**config.mk**
```make
export PLATFORM = sky130hd
export DESIGN_NAME = trigger_pulse_powerfail_ctrl
export DESIGN_NICKNAME = d
export VERILOG_FILES = /design/src/trigger_pulse_powerfail_pkg.sv /design/src/trigger_pulse_powerfail_ctrl.sv
export VERILOG_INCLUDE_DIRS = /design/src
export SDC_FILE = /design/constraint.sdc
export NUM_CORES = 1
export LEC_CHECK = 0
export BUFFER_PORTS_ARGS = -buffer_cell sky130_fd_sc_hd__buf_2
export CORE_MARGIN = 5
export CORE_UTILIZATION = 30
export CTS_CLUSTER_DIAMETER = 100
export DETAILED_ROUTE_END_ITERATION = 7
export GPL_TIMING_DRIVEN = 0
export PLACE_DENSITY_LB_ADDON = 0.25
export SLEW_MARGIN = 40
export SYNTH_ARGS = -nofsm -noshare
export SYNTH_HDL_FRONTEND = slang
export SYNTH_SLANG_ARGS = --single-unit
```
**constraint.sdc**
```tcl
create_clock -name clk -period 3 [get_ports clk]
set_input_delay 0.6 -clock clk [delete_from_list [all_inputs] [get_ports clk]]
set_output_delay 0.6 -clock clk [all_outputs]
set_load 0.005 [all_outputs]
```
**src/trigger_pulse_powerfail_regs.svh**
```systemverilog
`ifndef TRIGGER_PULSE_POWERFAIL_REGS_SVH
`define TRIGGER_PULSE_POWERFAIL_REGS_SVH

// ****************************************
// Sizes, reset values and timing
// ****************************************
`define TRG_LINES 8
`define CLK_PERIOD_NS 20
`define TRG_PULSE_NS 3000
`define TRG_PULSE_CYC ((`TRG_PULSE_NS + `CLK_PERIOD_NS - 1) / `CLK_PERIOD_NS)
`define TRG_EN_RESET 8'h00
`define PF_ACTION_RESET 1'b0
`define PF_ACTION_OPEN 1'b0
`define PF_ACTION_SAME 1'b1
`define ARG_OFF 2'h0
`define ARG_ON 2'h1
`define ARG_NUM 2'h2

`endif

```
**src/trigger_pulse_powerfail_pkg.sv**
```systemverilog
package trigger_pulse_powerfail_pkg;

    typedef enum logic [1:0] {
        ST_IDLE = 2'b00,
        ST_PULSE = 2'b01
    } trg_state_t;

    typedef struct packed {
        logic valid;
        logic [2:0] line;
        logic [1:0] kind;
        logic [7:0] number;
    } trg_cmd_t;

    typedef struct packed {
        logic valid;
        logic action;
    } pf_cmd_t;

endpackage

```
**src/trigger_pulse_powerfail_ctrl.sv**
```systemverilog
`timescale 1ns/100ps
`include "trigger_pulse_powerfail_regs.svh"

module trigger_pulse_powerfail_ctrl (
    // Clock and reset
    input wire logic clk,
    input wire logic rst,
    // Command side
    input wire trigger_pulse_powerfail_pkg::trg_cmd_t trg_cmd,
    input wire trigger_pulse_powerfail_pkg::pf_cmd_t pf_cmd,
    input wire logic [2:0] query_line,
    output logic query_enabled,
    output logic [`TRG_LINES-1:0] trg_enable,
    output logic powerfail_action_value,
    // Scan sequencer
    input wire logic close_dwell_done,
    output logic pulse_busy,
    // Backplane trigger lines, open drain
    input wire logic [`TRG_LINES-1:0] ttl_trg_in,
    output logic [`TRG_LINES-1:0] ttl_trg_out,
    output logic [`TRG_LINES-1:0] ttl_trg_oe,
    // Power fail and relays
    input wire logic acfail_n,
    output logic open_all_relays
);

    // ****************************************
    // Helpers
    // ****************************************
    function automatic logic arg_enables(input logic [1:0] kind, input logic [7:0] number);
        arg_enables = (kind == `ARG_ON) || ((kind == `ARG_NUM) && (number == 8'h01));
    endfunction

    // One command touches one line; every other line keeps its enable
    function automatic logic [`TRG_LINES-1:0] enables_after(
        input logic [`TRG_LINES-1:0] en,
        input trigger_pulse_powerfail_pkg::trg_cmd_t cmd
    );
        enables_after = en;
        if (cmd.valid) begin
            enables_after[cmd.line] = arg_enables(cmd.kind, cmd.number);
        end
    endfunction

    function automatic logic pulse_may_start(input logic done, input logic [`TRG_LINES-1:0] en);
        pulse_may_start = done && (en != '0);
    endfunction

    // Rounded up, so a pulse is never shorter than asked for
    localparam logic [7:0] PULSE_CYC = 8'(`TRG_PULSE_CYC);

    // ****************************************
    // Enables and action
    // ****************************************
    logic [`TRG_LINES-1:0] en_reg;
    logic [`TRG_LINES-1:0] en_next;
    logic action_reg;
    logic action_next;

    always_comb begin
        en_next = enables_after(en_reg, trg_cmd);
        action_next = action_reg;
        if (pf_cmd.valid) begin
            action_next = pf_cmd.action;
        end
    end

    always_ff @(posedge clk) begin
        if (rst) begin
            en_reg <= `TRG_EN_RESET;
            action_reg <= `PF_ACTION_RESET;
        end else begin
            en_reg <= en_next;
            action_reg <= action_next;
        end
    end

    // ****************************************
    // Trigger pulse
    // ****************************************
    trigger_pulse_powerfail_pkg::trg_state_t st_reg;
    trigger_pulse_powerfail_pkg::trg_state_t st_next;
    logic [7:0] cnt_reg;
    logic [7:0] cnt_next;
    // Lines captured at the start, so later enable changes leave a pulse in flight alone
    logic [`TRG_LINES-1:0] drive_reg;
    logic [`TRG_LINES-1:0] drive_next;

    always_comb begin
        st_next = st_reg;
        cnt_next = cnt_reg;
        drive_next = drive_reg;
        case (st_reg)
            trigger_pulse_powerfail_pkg::ST_IDLE: begin
                if (pulse_may_start(close_dwell_done, en_reg)) begin
                    st_next = trigger_pulse_powerfail_pkg::ST_PULSE;
                    cnt_next = PULSE_CYC - 8'h01;
                    drive_next = en_reg;
                end
            end
            trigger_pulse_powerfail_pkg::ST_PULSE: begin
                if (cnt_reg == 8'h00) begin
                    st_next = trigger_pulse_powerfail_pkg::ST_IDLE;
                    drive_next = '0;
                end else begin
                    cnt_next = cnt_reg - 8'h01;
                end
            end
            default: begin
                st_next = trigger_pulse_powerfail_pkg::ST_IDLE;
                drive_next = '0;
            end
        endcase
    end

    always_ff @(posedge clk) begin
        if (rst) begin
            st_reg <= trigger_pulse_powerfail_pkg::ST_IDLE;
            cnt_reg <= 8'h00;
            drive_reg <= '0;
        end else begin
            st_reg <= st_next;
            cnt_reg <= cnt_next;
            drive_reg <= drive_next;
        end
    end

    // ****************************************
    // Power fail
    // ****************************************
    // Backplane pin is not on our clock, two flops before any use
    logic acfail_s1_reg;
    logic acfail_s1_next;
    logic acfail_s2_reg;
    logic acfail_s2_next;

    always_comb begin
        acfail_s1_next = acfail_n;
        acfail_s2_next = acfail_s1_reg;
    end

    always_ff @(posedge clk) begin
        if (rst) begin
            acfail_s1_reg <= 1'b1;
            acfail_s2_reg <= 1'b1;
        end else begin
            acfail_s1_reg <= acfail_s1_next;
            acfail_s2_reg <= acfail_s2_next;
        end
    end

    // Sticky until reset, so the relays keep the open order while hold-up power lasts
    logic pf_open_reg;
    logic pf_open_next;

    always_comb begin
        pf_open_next = pf_open_reg;
        if (!acfail_s2_reg) begin
            case (action_reg)
                `PF_ACTION_OPEN: begin
                    pf_open_next = 1'b1;
                end
                `PF_ACTION_SAME: begin
                    pf_open_next = pf_open_reg;
                end
                default: begin
                    pf_open_next = pf_open_reg;
                end
            endcase
        end
    end

    always_ff @(posedge clk) begin
        if (rst) begin
            pf_open_reg <= 1'b0;
        end else begin
            pf_open_reg <= pf_open_next;
        end
    end

    // ****************************************
    // Status query
    // ****************************************
    // A flop output, so the answer follows the line select by one cycle
    logic query_reg;
    logic query_next;

    always_comb begin
        query_next = en_next[query_line];
    end

    always_ff @(posedge clk) begin
        if (rst) begin
            query_reg <= 1'b0;
        end else begin
            query_reg <= query_next;
        end
    end

    // ****************************************
    // Outputs
    // ****************************************
    // Line read-back unused: line is only driven low, never sensed here
    assign ttl_trg_out = '0;
    assign ttl_trg_oe = drive_reg;
    // Busy is a handshake, so a state decode is enough
    assign pulse_busy = (st_reg == trigger_pulse_powerfail_pkg::ST_PULSE);
    assign query_enabled = query_reg;
    assign trg_enable = en_reg;
    assign powerfail_action_value = action_reg;
    assign open_all_relays = pf_open_reg;

endmodule

```
# [After elaboration in Yosys (flattened, before gate mapping)]
# Cells that the tools add are included.
[totals] register_bits=31 latch_bits=0 ram_bits=0 romBits=0 in_bits=31 out_inout_bits=28 wordCells=49 n_memories=0
[op_classes] add_sub_neg=1 multipliers=0 div=0 order_cmp=3 n_eq_ne=7 n_shift=0 mux=16 bitwise=2 n_reduce_logical=11
[ops] operator="$mux W8" count=5
[ops] operator="$pmux W8 S2" count=2
[ops] operator="$bwmux W8" count=1
[ops] operator="$eq A8 B1 Y1 const B" count=1
[ops] operator="$logic_not A8 Y1" count=1
[ops] operator="$lt A3 B4 Y1 const B" count=2
[ops] operator="$reduce_bool A8 Y1" count=1
[ops] operator="$sub A8 B1 Y8 const B" count=1
[ops] operator="$eq A2 B1 Y1 const B" count=2
[ops] operator="$mux W2" count=2
[ops] operator="$ne A2 B2 Y1 const B" count=2
[ops] operator="$pmux W2 S2" count=1
[ops] operator="$reduce_and A2 Y1" count=2
[ops] operator="$bmux W1 S3" count=1
[ops] operator="$demux W1 S3" count=1
[ops] operator="$ge A3 B1 Y1 const B" count=1
[ops] operator="$logic_and A1 B1 Y1" count=3
[ops] operator="$mux W1" count=3
[ops] operator="$reduce_and A3 Y1" count=1
[ops] operator="$eq A2 B2 Y1 const B" count=1
[ops] operator="$logic_not A2 Y1" count=1
[ops] operator="$ne A2 B1 Y1 const B" count=1
[ops] operator="$not A1 Y1" count=2
[ops] operator="$reduce_bool A2 Y1" count=1
[ops] operator="$logic_or A1 B1 Y1" count=1

# [Logic depth before layout (Yosys ltp)]
[logic_depth] ltp_word=8 ltp_mapped=8 ltp_nobuf=7

# [Worst setup path after synthesis]
# Ideal clock, no wire load.
[synth_path] kind="input to register" from="in trg_cmd[5] in the netlist's numbering" to="reg query_reg, in the netlist query_enabled" setup_ns=0.112 arrival_time_ns=2.317 slack_ns=0.571 cell_stages=5 cell_sequence="or4_4 > o31ai_4 > mux2i_1 > mux4_2 > a2111oi_1"
[synth_between] elab_chain_len=7
[synth_rtl] element="start, declared" line="trigger_pulse_powerfail_ctrl.sv:9" source="input wire trigger_pulse_powerfail_pkg::trg_cmd_t trg_cmd,"
[synth_rtl] element="$eq A8 B1 Y1" line="trigger_pulse_powerfail_ctrl.sv:31" source="arg_enables = (kind == `ARG_ON) || ((kind == `ARG_NUM) && (number == 8'h01));"
[synth_rtl] element="$logic_and A1 B1 Y1" line="trigger_pulse_powerfail_ctrl.sv:31"
[synth_rtl] element="$logic_or A1 B1 Y1" line="trigger_pulse_powerfail_ctrl.sv:31"
[synth_rtl] element="$bwmux W8" line="trigger_pulse_powerfail_ctrl.sv:41" source="enables_after[cmd.line] = arg_enables(cmd.kind, cmd.number);"
[synth_rtl] element="$mux W8" line="trigger_pulse_powerfail_ctrl.sv:40" source="if (cmd.valid) begin"
[synth_rtl] element="$bmux W1 S3" line="trigger_pulse_powerfail_ctrl.sv:189" source="query_next = en_next[query_line];"
[synth_rtl] element="$mux W1 (implied by the code)" line="trigger_pulse_powerfail_ctrl.sv:189"
[synth_rtl] element="end signal, assigned" line="trigger_pulse_powerfail_ctrl.sv:196" source="query_reg <= query_next;"
[synth_rtl] element="end, declared" line="trigger_pulse_powerfail_ctrl.sv:185" source="logic query_reg;"
# No other way between the ends. The select of a mux whose other input is x is not followed.
# A chain may end at the register's enable or synchronous reset.

# [Worst setup path after layout]
# Same ends and word-level chain as after synthesis.

==> flow_metrics.py <==
metrics = {
    "outcome": {
        "status": "finished, final reports clean",
    },
    "critical_path": {
        "end_kind": "flop",
        "worstPathMaxFanout": 4,
        "startpoint_type": "input pin",
        "cp.arrival_ps": 2550,
        "required_ps": 3160,
        "reg2reg_slack_ps": 910,
        "path_class": "in -> reg",
    },
    "die": {
        "initial_utilization": 0.304,
        "std_cell_rows": 25,
        "die_height_um": 78.5,
        "core_area_um2": 4630,
        "die_x_um": 78.5,
        "dieArea_um2": 6160,
        "ioPinCount": 59,
    },
    "sta": {
        "layout_min_cycle_time_ps": 2400,
        "period_share": 0.799,
        "finalSetupViolations": 0,
        "worst_pin_slew_ps": 679,
        "fin_skew_ps": 6.31,
        "fmax_mhz": 417,
        "rsz0062_at_grt": "false",
        "timing.hold.ws_ps": 412,
        "slew_violations": 0,
        "maxSlewHeadroom": 0.547,
        "finalHoldViolCount": 0,
        "finalSetupTns_ps": 0,
    },
    "detailed_routing": {
        "dr.pass1.iters": 4,
        "detail-route-antenna-nets": 0,
        "num_vias": 1251,
        "viasPerCell": 4.77,
        "wirelength_mm": 3.36,
        "wire_per_inst_um": 12.8,
        "drc": 0,
        "first_iter_violations": 59,
    },
    "yosys": {
        "synth.distinct_cells": 37,
        "syn-cell-area_um2": 1410,
        "synth_edf_count": 0,
        "async_flop_share": 0,
        "synth_area_leaders": "dfxtp_1 43%, nor2_1 6.7%, a211oi_1 4.3%",
        "syn_area_per_cell_um2": 9.20,
        "yosysMostFrequentCell": "dfxtp_1",
        "yosysWarnings": 0,
        "synth-seq-cells": 30,
        "syn_inst": 153,
        "netlist.area_leader.share": 0.427,
        "synth-seq-area-share": 0.427,
        "synthFlopType": "dfxtp_1",
        "yosys-top-cells-count": "30 x dfxtp_1, 25 x nor2_1, 9 x a21oi_1",
        "yosysTopAreaCell": "dfxtp_1",
    },
    "clock_network": {
        "cts.sinks": 30,
        "hold_buffers": 0,
        "clk_latency_ps": 280,
        "numCtsBuffers": 5,
        "ctsResizeCount": 0,
        "tritoncts": "built",
        "clockBufferDepth": 2,
        "clk_pin_slew_worst_paths_ps": 60,
        "cts_setup_buffers": 0,
        "htreeDepth": 2,
        "cts-root-buf": "clkbuf_8",
    },
    "global_route": {
        "track_usage": 0.117,
        "grt_pass1_vias": 1233,
        "grt_pass1_wl_mm": 5.66,
        "antenna_found_initial": 0,
        "grt_start_max_net_pins": 11,
        "overflow": 0,
    },
    "pwr": {
        "leakage_nw": 0.783,
        "ir_drop_mv": 0.313,
        "cellPowerDensity_nw_per_um2": 496,
        "power_uw": 885,
    },
    "cells_and_area": {
        "drive_gt1_frac": 0.308,
        "finalCoreUtilization": 0.386,
        "multi_input_area_um2": 739,
        "n_antenna_cell": 0,
        "nNetsFinal": 241,
        "regArea_um2": 601,
        "n_fill_cell": 489,
        "area_growth_pct": 26.8,
    },
    "place": {
        "dp_hpwl_mm": 2.55,
        "place_congestion": 0.775,
        "portBuffers": 41,
    },
    "hold_path": {
        "min_path_type": "reg -> reg",
    },
    "run": {
        "max_cap_violations": 0,
    },
}
-- through the flow --
| step | area (um^2) | cells | setup WS [ps] |
|---|---|---|---|
| 3_5_place_dp | 1710 | 255 | 326 |
| 5_1_grt | 1790 | 262 | 448 |
| 3_3_place_gp | 1710 | 255 | 319 |
| 6_report | 1790 | 262 | 604 |
| 2_1_floorplan | 1430 | 160 | 571 |
| 4_1_cts | 1790 | 262 | 603 |
-- routing by layer --
| layer | GRT usage | part of all wire | vias to the layer above |
|---|---|---|---|
| li1 | - | - | 648 |
| met1 | 0.142 | 0.45 | 562 |
| met2 | 0.191 | 0.48 | 35 |
| met3 | 0.0413 | 0.062 | 6 |
| met4 | 0.0367 | 0.012 | 0 |
| met5 | 0 | 0 | - |
-- worst max-delay path, stage by stage --
cell	delay, ps
buf_2	90
or4_4	540
o31ai_4	290
mux2i_1	140
mux4_2	490
a2111oi_1	400
-- path summary, 6_finish.rpt --
check                startpoint             to  cells after the start
setup / recovery     trg_cmd[5]  query_enabled                      6
hold / removal    acfail_s1_reg  acfail_s2_reg                      1
setup reg to reg  trg_enable[2]  ttl_trg_oe[3]                      5
hold reg to reg   acfail_s1_reg  acfail_s2_reg                      1
-- cell type report --
cell class                      instances  area share
Sequential cell                        30       0.336
Inverter                                4     0.00841
Timing Repair Buffer                   41       0.115
Multi-Input combinational cell        113       0.414
Clock inverter                          2     0.00561
Tap cell                               54      0.0378
Clock buffer                            5      0.0385
Buffer                                 13      0.0441
-- layout by cell type (no fill, tap or decap), types with 4 or more instances in the layout --
cell type	n
dfxtp_1	30
buf_4	8
a21oi_1	9
mux2i_1	5
xor2_1	4
nor3_1	5
a22oi_1	8
clkbuf_1	5
buf_2	41
nand2_1	5
inv_1	4
a211oi_1	8
nor2_1	25
conb_1	8
clkbuf_8	5
-- cell families after synthesis --
family                     share of synthesized area
muxes                                         0.0596
DFF                                            0.427
buffers and inverters                         0.0667
adders and majority gates                     0.0178
xor gates and xnor gates                      0.0249
and+or+nand+nor                                0.224
other                                        0.00266
AOI/OAI and AO/OA                              0.178
-- where the power goes --
part	switching, mW	internal, mW	leakage (nW)	total, mW
registers	0.0176	0.418	0.244	0.436
clock network	0.141	0.155	0.0438	0.296
logic	0.0832	0.0701	0.495	0.153
(Power assumes the default switching activity.)
